$ cat src/rtl/rtcif_pkg.sv
// rtcif_pkg: shared constants, types and address mapping for the rtc serial slave port
`default_nettype none
package rtcif_pkg;
  // full address bytes, direction bit included
  localparam logic [7:0] ADDR_WRITE    = 8'hAC;
  localparam logic [7:0] ADDR_READ     = 8'hAD;
  // memory pages that are held in the cache
  localparam logic [4:0] PAGE_WATCH    = 5'h01;
  localparam logic [4:0] PAGE_ALARM    = 5'h02;
  localparam logic [4:0] PAGE_TIMER    = 5'h03;
  localparam logic [4:0] PAGE_TEMP     = 5'h04;
  localparam int         CACHE_WORDS   = 32;
  localparam logic [5:0] ENG_LAST      = 6'h20;  // copy engine stops at this index
  localparam logic [3:0] BITS_PER_BYTE = 4'h8;
  localparam logic [3:0] BIT_LAST      = 4'h7;
  localparam logic [7:0] PTR_RESET     = 8'h00;  // page and word pointer after reset
  localparam logic [7:0] UNCACHED_READ = 8'h00;  // read value of a page not in the cache
  localparam logic [2:0] WORD_STEP     = 3'h1;

  typedef enum logic [2:0] {S_IDLE, S_RX, S_RX_ACK, S_TX, S_TX_ACK, S_IGNORE} rtcif_state_t;
  typedef enum logic [1:0] {K_ADDR, K_WORD, K_DATA} rtcif_kind_t;
  typedef enum logic [1:0] {E_IDLE, E_SNAP, E_WB} rtcif_eng_t;

  // true when a page lies in the cached range
  function automatic logic rtcif_cached(input logic [7:0] ptr);
    rtcif_cached = (ptr[7:3] >= PAGE_WATCH) && (ptr[7:3] <= PAGE_TEMP);
  endfunction : rtcif_cached

  // cache index of a page and word pointer
  function automatic logic [4:0] rtcif_index(input logic [7:0] ptr);
    logic [4:0] slot;
    slot = ptr[7:3] - PAGE_WATCH;
    rtcif_index = {slot[1:0], ptr[2:0]};
  endfunction : rtcif_index

  // live register address of a cache index
  function automatic logic [7:0] rtcif_live(input logic [4:0] idx);
    rtcif_live = {5'(idx[4:3]) + PAGE_WATCH, idx[2:0]};
  endfunction : rtcif_live
endpackage : rtcif_pkg
`default_nettype wire

$ cat src/rtl/rtcif_line_if.sv
// rtcif_line_if: synchronised bus line levels and events between the sampler and the port logic
`default_nettype none
interface rtcif_line_if;
  logic scl;       // clock line level
  logic sda;       // data line level
  logic scl_rise;  // clock line rose
  logic scl_fall;  // clock line fell
  logic start;     // opening condition seen
  logic stop;      // closing condition seen
  modport src (output scl, sda, scl_rise, scl_fall, start, stop);
  modport dst (input  scl, sda, scl_rise, scl_fall, start, stop);
endinterface : rtcif_line_if
`default_nettype wire

$ cat src/rtl/rtcif_line_sync.sv
// rtcif_line_sync: two-flop synchronisers and event detection for the bus lines
`default_nettype none
module rtcif_line_sync
  import rtcif_pkg::*;
(
  input  wire logic   clock_in,   // system clock
  input  wire logic   arst_n_in,  // async reset, active low
  input  wire logic   scl_in,     // clock line pin
  input  wire logic   sda_in,     // data line pin
  rtcif_line_if.src   line        // synchronised levels and events
);
  logic [2:0] scl_sh;
  logic [2:0] sda_sh;

  // stage 0 is read only by stage 1; edges compare stages 1 and 2
  always_ff @(posedge clock_in or negedge arst_n_in) begin
    if (!arst_n_in) begin
      scl_sh <= 3'h7;
      sda_sh <= 3'h7;
    end else begin
      scl_sh <= {scl_sh[1:0], scl_in};
      sda_sh <= {sda_sh[1:0], sda_in};
    end
  end

  assign line.scl      = scl_sh[1];
  assign line.sda      = sda_sh[1];
  assign line.scl_rise = scl_sh[1] & ~scl_sh[2];
  assign line.scl_fall = ~scl_sh[1] & scl_sh[2];
  // data edges only count while the clock stays high
  assign line.start    = scl_sh[1] & scl_sh[2] & ~sda_sh[1] & sda_sh[2];
  assign line.stop     = scl_sh[1] & scl_sh[2] & sda_sh[1] & ~sda_sh[2];
endmodule : rtcif_line_sync
`default_nettype wire

$ cat src/rtl/rtcif_slave.sv
// rtcif_slave: two-wire slave port of the rtc with a snapshot cache of the clock register pages
`default_nettype none
module rtcif_slave
  import rtcif_pkg::*;
(
  input  wire logic       clock_in,          // system clock, 10 MHz
  input  wire logic       arst_n_in,         // async reset, active low
  input  wire logic       scl_in,            // serial clock pin
  input  wire logic       sda_in,            // serial data pin level
  output logic            sda_out,           // serial data drive value, always low
  output logic            sda_oe_out,        // high while pulling data low
  output logic [7:0]      live_addr_out,     // live register page and word
  input  wire logic [7:0] live_rd_data_in,   // live register value, in the same cycle as the address
  output logic            live_wr_en_out,    // write strobe to live registers
  output logic [7:0]      live_wr_data_out,  // value for live register write
  output logic            busy_out           // transfer or copy in progress
);
  rtcif_line_if line ();

  rtcif_line_sync u_sync (
    .clock_in  (clock_in),
    .arst_n_in (arst_n_in),
    .scl_in    (scl_in),
    .sda_in    (sda_in),
    .line      (line)
  );

  rtcif_state_t state, next_state;
  rtcif_kind_t  kind, next_kind;
  logic [3:0]   bitcnt, next_bitcnt;
  logic [7:0]   shreg, next_shreg;
  logic [7:0]   ptr, next_ptr;
  logic         wr_mode, next_wr_mode;
  logic         oe, next_oe;
  logic         acked, next_acked;
  logic         cache_we;
  logic [7:0]   cache [CACHE_WORDS];
  logic [7:0]   ptr_inc;
  logic [7:0]   rd_now, rd_inc;

  // word steps within its page, the page never changes by itself
  assign ptr_inc = {ptr[7:3], ptr[2:0] + WORD_STEP};
  assign rd_now  = rtcif_cached(ptr) ? cache[rtcif_index(ptr)] : UNCACHED_READ;
  assign rd_inc  = rtcif_cached(ptr_inc) ? cache[rtcif_index(ptr_inc)] : UNCACHED_READ;

  // byte level protocol: drive changes only on clock falls so data stays steady while high
  always_comb begin
    next_state   = state;
    next_kind    = kind;
    next_bitcnt  = bitcnt;
    next_shreg   = shreg;
    next_ptr     = ptr;
    next_wr_mode = wr_mode;
    next_oe      = oe;
    next_acked   = acked;
    cache_we     = 1'b0;
    if (line.stop) begin
      next_state = S_IDLE;
      next_oe    = 1'b0;
    end else if (line.start) begin
      next_state  = S_RX;
      next_kind   = K_ADDR;
      next_bitcnt = 4'h0;
      next_oe     = 1'b0;
    end else begin
      unique case (state)
        S_IDLE, S_IGNORE: next_oe = 1'b0;
        S_RX: begin
          if (line.scl_rise) begin
            next_shreg  = {shreg[6:0], line.sda};
            next_bitcnt = bitcnt + 4'h1;
          end else if (line.scl_fall && bitcnt == BITS_PER_BYTE) begin
            next_state = S_RX_ACK;
            next_oe    = 1'b1;
            unique case (kind)
              K_ADDR: begin
                if (shreg == ADDR_WRITE) begin
                  next_wr_mode = 1'b1;
                end else if (shreg == ADDR_READ) begin
                  next_wr_mode = 1'b0;
                end else begin
                  next_state = S_IGNORE;
                  next_oe    = 1'b0;
                end
              end
              K_WORD: next_ptr = shreg;
              K_DATA: begin
                cache_we = 1'b1;
                next_ptr = ptr_inc;
              end
              default: next_state = S_IGNORE;
            endcase
          end
        end
        S_RX_ACK: begin
          // held low over the whole high phase; on the closing fall, released, or set to the first bit after a read address
          if (line.scl_fall) begin
            next_bitcnt = 4'h0;
            if (kind == K_ADDR && !wr_mode) begin
              next_state = S_TX;
              next_shreg = rd_now;
              next_oe    = ~rd_now[7];
            end else begin
              next_state = S_RX;
              next_oe    = 1'b0;
              next_kind  = (kind == K_ADDR) ? K_WORD : K_DATA;
            end
          end
        end
        S_TX: begin
          if (line.scl_fall) begin
            if (bitcnt == BIT_LAST) begin
              next_state = S_TX_ACK;
              next_oe    = 1'b0;
            end else begin
              next_bitcnt = bitcnt + 4'h1;
              next_shreg  = {shreg[6:0], 1'b0};
              next_oe     = ~shreg[6];
            end
          end
        end
        S_TX_ACK: begin
          if (line.scl_rise) begin
            next_acked = ~line.sda;
          end else if (line.scl_fall) begin
            if (acked) begin
              next_ptr    = ptr_inc;
              next_state  = S_TX;
              next_bitcnt = 4'h0;
              next_shreg  = rd_inc;
              next_oe     = ~rd_inc[7];
            end else begin
              next_state = S_IGNORE;
            end
          end
        end
        default: next_state = S_IDLE;
      endcase
    end
  end

  always_ff @(posedge clock_in or negedge arst_n_in) begin
    if (!arst_n_in) begin
      state   <= S_IDLE;
      kind    <= K_ADDR;
      bitcnt  <= 4'h0;
      shreg   <= 8'h00;
      ptr     <= PTR_RESET;
      wr_mode <= 1'b0;
      oe      <= 1'b0;
      acked   <= 1'b0;
    end else begin
      state   <= next_state;
      kind    <= next_kind;
      bitcnt  <= next_bitcnt;
      shreg   <= next_shreg;
      ptr     <= next_ptr;
      wr_mode <= next_wr_mode;
      oe      <= next_oe;
      acked   <= next_acked;
    end
  end

  // copy engine: snapshot on opening condition, write back dirty words after a write transfer
  rtcif_eng_t  eng, next_eng;
  logic [5:0]  eidx, next_eidx;
  logic        snap_pend, next_snap_pend;
  logic        cap_vld, next_cap_vld;
  logic [4:0]  cap_idx, next_cap_idx;
  logic [31:0] dirty, next_dirty;
  logic [7:0]  next_live_addr;
  logic        next_live_wr_en;
  logic [7:0]  next_live_wr_data;

  always_comb begin
    next_eng          = eng;
    next_eidx         = eidx;
    next_snap_pend    = snap_pend;
    next_cap_vld      = 1'b0;
    next_cap_idx      = cap_idx;
    next_dirty        = dirty;
    next_live_addr    = live_addr_out;
    next_live_wr_en   = 1'b0;
    next_live_wr_data = live_wr_data_out;
    if (line.start) begin
      next_snap_pend = 1'b1;
    end
    unique case (eng)
      E_IDLE: begin
        next_eidx = 6'h00;
        if (line.stop && wr_mode && state != S_IGNORE && dirty != 32'h0) begin
          next_eng = E_WB;
        end else if (snap_pend) begin
          next_eng       = E_SNAP;
          next_snap_pend = line.start;
          next_dirty     = 32'h0;
        end
      end
      E_SNAP: begin
        // a one-shot copy; nothing refreshes the cache until the next opening condition
        if (eidx == ENG_LAST) begin
          next_eng = E_IDLE;
        end else begin
          next_live_addr = rtcif_live(eidx[4:0]);
          next_cap_idx   = eidx[4:0];
          next_cap_vld   = 1'b1;
          next_eidx      = eidx + 6'h01;
        end
      end
      E_WB: begin
        if (eidx == ENG_LAST) begin
          next_eng = E_IDLE;
        end else begin
          if (dirty[eidx[4:0]]) begin
            next_live_addr    = rtcif_live(eidx[4:0]);
            next_live_wr_data = cache[eidx[4:0]];
            next_live_wr_en   = 1'b1;
            next_dirty[eidx[4:0]] = 1'b0;
          end
          next_eidx = eidx + 6'h01;
        end
      end
      default: next_eng = E_IDLE;
    endcase
    // a serial write marks its word, winning over any clear in the same cycle
    if (cache_we && rtcif_cached(ptr)) begin
      next_dirty[rtcif_index(ptr)] = 1'b1;
    end
  end

  always_ff @(posedge clock_in or negedge arst_n_in) begin
    if (!arst_n_in) begin
      eng              <= E_IDLE;
      eidx             <= 6'h00;
      snap_pend        <= 1'b0;
      cap_vld          <= 1'b0;
      cap_idx          <= 5'h00;
      dirty            <= 32'h0;
      live_addr_out    <= 8'h00;
      live_wr_en_out   <= 1'b0;
      live_wr_data_out <= 8'h00;
    end else begin
      eng              <= next_eng;
      eidx             <= next_eidx;
      snap_pend        <= next_snap_pend;
      cap_vld          <= next_cap_vld;
      cap_idx          <= next_cap_idx;
      dirty            <= next_dirty;
      live_addr_out    <= next_live_addr;
      live_wr_en_out   <= next_live_wr_en;
      live_wr_data_out <= next_live_wr_data;
    end
  end

  // cache storage: serial writes or snapshot captures; pages outside the cache drop writes
  always_ff @(posedge clock_in) begin
    if (cache_we && rtcif_cached(ptr)) begin
      cache[rtcif_index(ptr)] <= shreg;
    end else if (cap_vld) begin
      cache[cap_idx] <= live_rd_data_in;
    end
  end

  // pin drive is open drain: value fixed low, only the enable moves
  always_ff @(posedge clock_in or negedge arst_n_in) begin
    if (!arst_n_in) begin
      sda_out    <= 1'b0;
      sda_oe_out <= 1'b0;
      busy_out   <= 1'b0;
    end else begin
      sda_out    <= 1'b0;
      sda_oe_out <= next_oe;
      busy_out   <= (next_state != S_IDLE) || (next_eng != E_IDLE);
    end
  end
endmodule : rtcif_slave
`default_nettype wire

$ cat config.mk
export PLATFORM = sky130hd
export DESIGN_NAME = rtcif_slave
export DESIGN_NICKNAME = d
export VERILOG_FILES = /design/src/rtl/rtcif_pkg.sv /design/src/rtl/rtcif_line_if.sv /design/src/rtl/rtcif_line_sync.sv /design/src/rtl/rtcif_slave.sv
export SDC_FILE = /design/constraint.sdc
export NUM_CORES = 1
export LEC_CHECK = 0
export BUFFER_PORTS_ARGS = -buffer_cell sky130_fd_sc_hd__buf_2
export CAP_MARGIN = 30
export CORE_MARGIN = 2
export CORE_UTILIZATION = 55
export DETAILED_ROUTE_END_ITERATION = 7
export GPL_TIMING_DRIVEN = 0
export PLACE_DENSITY_LB_ADDON = 0.2
export SYNTH_ARGS = -nofsm -noshare
export SYNTH_HDL_FRONTEND = slang
export SYNTH_SLANG_ARGS = --single-unit
$ cat constraint.sdc
create_clock -name clock_in -period 4.9 [get_ports clock_in]
set_input_delay 0.735 -clock clock_in [delete_from_list [all_inputs] [get_ports clock_in]]
set_output_delay 0.735 -clock clock_in [all_outputs]
set_load 0.05 [all_outputs]
Word level (Yosys, flattened, before mapping)
Memories as Yosys holds them, arrays and structs flattened. A register that Yosys moved wholly into a read port is not among the register bits.
Cells that the tools add are included.
{ "op_classes": {"n_bitwise": 23, "reduce_logical": 43, "order_cmp": 6, "n_eq_ne": 45, "add_sub_neg": 5, "n_mux": 109} }
{ "op_table": {"columns": ["operator", "n"], "rows": [
  ["32-bit two-way mux", 5],
  ["8-bit two-way mux", 16],
  ["32-bit case mux with 2 select lines", 1],
  ["8-bit case mux with 2 select lines", 3],
  ["3-bit two-way mux", 15],
  ["1-bit two-way mux", 40],
  ["32-bit AND", 1],
  ["4-bit two-way mux", 8],
  ["32-bit NOT", 1],
  ["32-bit bitwise OR", 1],
  ["8-bit case mux with 4 select lines", 1],
  ["32-bit nonzero test", 1],
  ["2-bit != test (second input constant)", 15],
  ["4-bit != test (second input constant)", 7],
  ["3-bit != test (second input constant)", 8],
  ["2-bit two-way mux", 9],
  ["9-bit AND reduction", 2],
  ["8-bit equality test (second input constant)", 2],
  ["4-bit case mux with 4 select lines", 1],
  ["8-bit AND reduction", 2],
  ["5-bit by 1-bit >= comparator with 1-bit output (second input constant)", 3],
  ["3-bit case mux with 5 select lines", 1],
  ["2-bit nonzero test", 7],
  ["1-bit NOT", 13],
  ["other kinds (41)", 68]
]} }
{ "totals": {"ramBits": 256, "wordCells": 252, "mem_count": 1, "out_inout_bits": 20, "ff_bits": 91, "in_bits": 12} }
{ "mem_list": {"columns": ["name", "words", "word_bits", "rd", "rd_ports_with_merged_regs", "wr", "line_no", "text"], "rows": [
  ["cache", 32, 8, 3, 1, 1, "rtcif_slave.sv:37", "logic [7:0] cache [CACHE_WORDS];"]
]} }

Logic depth before layout (Yosys ltp)
{ "depth": {"word_depth": 13, "ltp_mapped": 15, "depth_no_buf": 8} }

Modules after synthesis
From an unflattened synthesis, not the netlist that was laid out.
{ "hier_totals": {"cells_unflattened": 1271, "hier_area_um2": 19507.5} }
{ "by_module_without_submodules": {"columns": ["module", "area_each_um2", "seq_area_each_um2", "cells_each", "instances"], "rows": [
  ["rtcif_slave", 19317.3, 9964.6, 1261, 1],
  ["rtcif_line_sync", 190.2, 157.7, 10, 1]
]} }

Least setup slack after synthesis
No wires, ideal clock.
{ "synth_path": {"path_kind": "register to register", "startpoint": "register ptr[0]", "endpoint": "register shreg[4]", "slack_ns": 0.905, "path_stages_with_launch": 16, "t_required_ns": 4.771, "setup_time_ns": 0.129, "n_path_buf": 8, "period_less_slack_ns": 3.995, "arrival_ns": 3.866, "path_cell_list": "dfrtp_1 > buf_4 > buf_4 > buf_4 > buf_2 > buf_2 > inv_1 > ha_1 > buf_2 > buf_2 > buf_2 > mux4_2 > mux2i_1 > o22ai_1 > nor4b_1 > a21oi_1"} }
{ "synth_between": {"elab_chain_len": 7, "elab_cells_between_ends": 10, "cone_classes": "add/sub: 1; mux: 8; memory: 1"} }
{ "synth_rtl": {"columns": ["item", "line_no", "text"], "rows": [
  ["start: declaration", "rtcif_slave.sv:32", "logic [7:0] ptr, next_ptr;"],
  ["start signal: assignment", "rtcif_slave.sv:157", "ptr <= next_ptr;"],
  ["3-bit by 1-bit adder with 3-bit output", "rtcif_slave.sv:42", "assign ptr_inc = {ptr[7:3], ptr[2:0] + WORD_STEP};"],
  ["memory read 32 x 8 bit (*)", null, null],
  ["8-bit two-way mux", "rtcif_slave.sv:44", "assign rd_inc = rtcif_cached(ptr_inc) ? cache[rtcif_index(ptr_inc)] : UNCACHED_READ;"],
  ["8-bit two-way mux", "rtcif_slave.sv:126", "if (acked) begin"],
  ["8-bit two-way mux", "rtcif_slave.sv:125", "end else if (line.scl_fall) begin"],
  ["8-bit two-way mux", "rtcif_slave.sv:123", "if (line.scl_rise) begin"],
  ["8-bit case mux with 4 select lines (*)", "rtcif_slave.sv:66", "unique case (state)"],
  ["end signal: assignment", "rtcif_slave.sv:156", "shreg <= next_shreg;"],
  ["end: declaration", "rtcif_slave.sv:31", "logic [7:0] shreg, next_shreg;"]
]} }
Mark *: on every way between the ends. The rest lies on a longest branch, timed or not. The select of a mux whose other input is x is not followed.
A chain may end at the register's enable or synchronous reset.

Final worst setup path
{ "layout_path": {"startpoint": "register ptr[1]", "endpoint": "register shreg[3]"} }
The elaborated chain is that of the path after synthesis.

==> reports/metrics.csv <==
stage,metric,value,unit
clock_tree,cts_setup_buffers,0,
logic_synthesis,syn_inst,1386,
setup_path,critPathRequiredTime,5.32,ns
timing,finalSetupTns,0,ns
pwr,power.static_leakage,7.568,nW
finish,area_growth,11.38,%
clock_tree,cts_resized,22,
route,vias,14500,
finish,nNetsFinal,1504,
global_routing,antenna_found_initial,1,
placed_design,hpwl,46.38,mm
pwr,powerDensity,421.6,mW/mm²
timing,hold_viol,0,
timing,worst_slack,0.03942,ns
timing,post-route-min-period,4.861,ns
logic_synthesis,synth-seq-cells,353,
run_status,status,finished clean,
route,drt_iter0_markers,2136,
setup_path,cp_slowest_cell,mux4_2,
setup_path,setup.worst_path.start_class,flip-flop,
route,vias_per_cell,7.400,
route,wl,63.47,mm
clock_tree,cts.sinks,353,
global_routing,grt_overflow,0,
global_routing,grt_pass1_wl,93.52,mm
logic_synthesis,ys_warn_count,0,
placed_design,io_buffers,28,
setup_path,cp_top_family,buffers and inverters,
logic_synthesis,yosys.area.top_type,edfxtp_1,
setup_path,end_kind,flip-flop,
setup_path,worst_ep_arrival_time,5.28,ns
clock_tree,cts.path.max_buffers,3,
timing,slew_viol_final,0,
logic_synthesis,synth-main-ff-cell,edfxtp_1,
placed_design,pre_cts_ws,-1.113,ns
floorplanning,die_h,194.9,µm
route,ant_nets,0,
route,drc,0,
setup_path,crit_buf_inv,8,
floorplanning,core_area,0.03574,mm²
global_routing,grt_max_degree,54,
setup_path,cp_max_fo,10,
placed_design,place_congestion,1.027,
floorplanning,die_w,194.9,µm
clock_tree,htree_levels,2,
clock_tree,cts_tree,yes,
setup_path,critical_path_class,reg -> reg,
route,firstDrtPassIters,8,
timing,maxSlewHeadroom,24.90,%
floorplanning,io_pins,32,
run,maxCapViolCount,0,
setup_path,cpPeakStageDelay,0.58,ns
clock_tree,worst_skew_pair.late_latency,0.58,ns
logic_synthesis,synth-edff-count,256,
floorplanning,initial_core_util,56.10,%
timing,period_share,99.20,%
clock_tree,cts_root_buf,clkbuf_16,
setup_path,cp_cell_sequence,buf_2 -> buf_4 -> buf_4 -> buf_4 -> buf_4 -> inv_1 -> ha_1 -> buf_4 -> buf_6 -> mux4_2 -> mux2i_1 -> o22ai_1 -> a311o_1 -> a21oi_1 -> o221ai_1,
logic_synthesis,synth.cell_area,0.02005,mm²
logic_synthesis,ys_types,78,
logic_synthesis,synth.top_cell.area_share,38.34,%
logic_synthesis,ys_seq_area_share,50.48,%
clock_tree,hold_buffers,0,
clock_tree,clkSlewWorstSetupHoldPaths,0.06,ns
global_routing,first_global_vias,13820,
floorplanning,rows,69,
pwr,peakVddDrop,0.2646,mV
setup_path,crit_top_cell,buf_4,
timing,setup_viol,0,
timing,skew,0.02620,ns
timing,hold_slack,0.2133,ns
finish,antenna_cells,0,
clock_tree,numCtsBuffers,40,
finish,fillers,2633,
pwr,total_power,9.415,mW
worst_hold_path,hold_path.class,in -> async,
route,routedWlPerCell,32.40,µm
logic_synthesis,synth.avg_cell_area,14.47,µm²
timing,worst_slew_pin_slew,1.123,ns
logic_synthesis,ys_async_sr_fraction,27.48,%
timing,fmax,205.7,MHz
finish,final_layout_size_suffix_gt1_share,29.64,%
logic_synthesis,synth_area_leaders,"edfxtp_1 (38%), mux4_2 (24%), dfrtp_1 (11%), nand2_1 (2.5%), mux2i_1 (2.0%)",
floorplanning,die_area,0.03800,mm²
finish,postLayoutCoreUtil,62.48,%
timing,rsz0062_at_grt,no,
global_routing,grt_usage,34.20,%
==> cell type report <==
type	count	area [µm²]	area share, %
well taps	461	576.8	2.583
flip-flops and latches	353	10120	45.32
plain buffers	107	525.5	2.353
repair buffers	38	307.8	1.378
inverters	24	91.34	0.4090
clock inverters	23	173.9	0.7788
clock buffers	51	1095	4.902
multi-input cells	902	9440	42.27
==> worst paths after layout <==
| path | start | to | slack, ns | depth (start not counted) |
|---|---|---|---|---|
| max | ptr[1] | shreg[3] | 0.04 | 15 |
| min | arst_n_in | dirty[1] | 0.21 | 1 |
| max reg2reg | ptr[1] | shreg[3] | 0.04 | 15 |
| min reg2reg | u_sync.sda_sh[0] | u_sync.sda_sh[1] | 0.36 | 0 |
| max in group asynchronous | arst_n_in | u_sync.sda_sh[1] | 3.90 | 2 |
| min in group clock_in | scl_in | u_sync.scl_sh[0] | 0.27 | 1 |
==> flip-flops by register name (all words and copies together) (netlist names), 2 cells and up <==
signal            count
shreg                 8
eng                   2
cap_idx               5
cache               256
bitcnt                4
live_wr_data_out      8
dirty                32
state                 3
u_sync.scl_sh         3
eidx                  6
live_addr_out         6
u_sync.sda_sh         3
ptr                   8
kind                  2
==> kinds of logic after synthesis <==
family          share of synthesized area (%)
buf+inv                                 2.883
mux                                     27.61
xor+xnor                               0.2122
flops                                   50.48
simple gates                            9.036
other cells                           0.01870
fa+ha+maj                               1.622
compound gates                          8.137
==> metrics by stage <==
stage / cell area [µm²] / instances
finish: 22330 / 1959
global route: 22330 / 1959
CTS: 22250 / 1959
detailed placement: 20930 / 1886
global placement: 20770 / 1877
floorplan: 20060 / 1388
==> metal layers <==
metal	vias to the layer above	routed length (µm)	track usage, %
met2	1099	28200	49.96
met3	163	8633	9.092
met4	2	3116	15.38
met5	-	9	0
met1	7423	23500	48.65
li1	5810	-	-
==> synthesized netlist by cell type, drive strengths merged (4+ instances only) <==
master / instances
dfstp: 6
a21oi: 41
o211ai: 4
o21bai: 9
nor2b: 16
mux2: 20
edfxtp: 256
o2bb2ai: 16
nand3: 19
clkbuf: 49
nor2: 78
dfrtp: 91
a211oi: 6
nand2b: 13
and3: 13
mux4: 218
o221ai: 4
inv: 23
nor4: 17
mux2i: 40
a22o: 6
nor3: 15
o21ai: 23
a21o: 5
a31oi: 23
nor3b: 7
a221oi: 4
nand2: 132
a311o: 6
and2: 7
nand3b: 5
o31ai: 15
nand4: 28
buf: 60
o22ai: 10
a31o: 20
a22oi: 8
ha: 26
==> power breakdown <==
part           switching [mW]  internal [mW]
Sequential              0.162           3.77
Clock                    1.25           1.69
Combinational            1.61          0.924
==> placed cells by master (no fill, tap or decap), types with 18 or more instances in the layout <==
| master | synthesis | layout |
|---|---|---|
| edfxtp_1 | 256 | 256 |
| mux4_2 | 218 | 218 |
| nand2_1 | 132 | 131 |
| dfrtp_1 | 91 | 91 |
| clkbuf_1 | 48 | 55 |
| nor2_1 | 78 | 55 |
| buf_2 | 38 | 54 |
| clkbuf_16 | 0 | 42 |
| a21oi_1 | 41 | 41 |
| mux2i_1 | 40 | 40 |
| nand4_1 | 28 | 28 |
| ha_1 | 26 | 26 |
| nor2_2 | 0 | 23 |
| inv_1 | 22 | 22 |
| o21ai_0 | 22 | 22 |
| nand3_1 | 19 | 19 |
| a31oi_1 | 19 | 18 |
| a31o_2 | 18 | 18 |
Note: power is estimated with default switching activity, not from simulation.
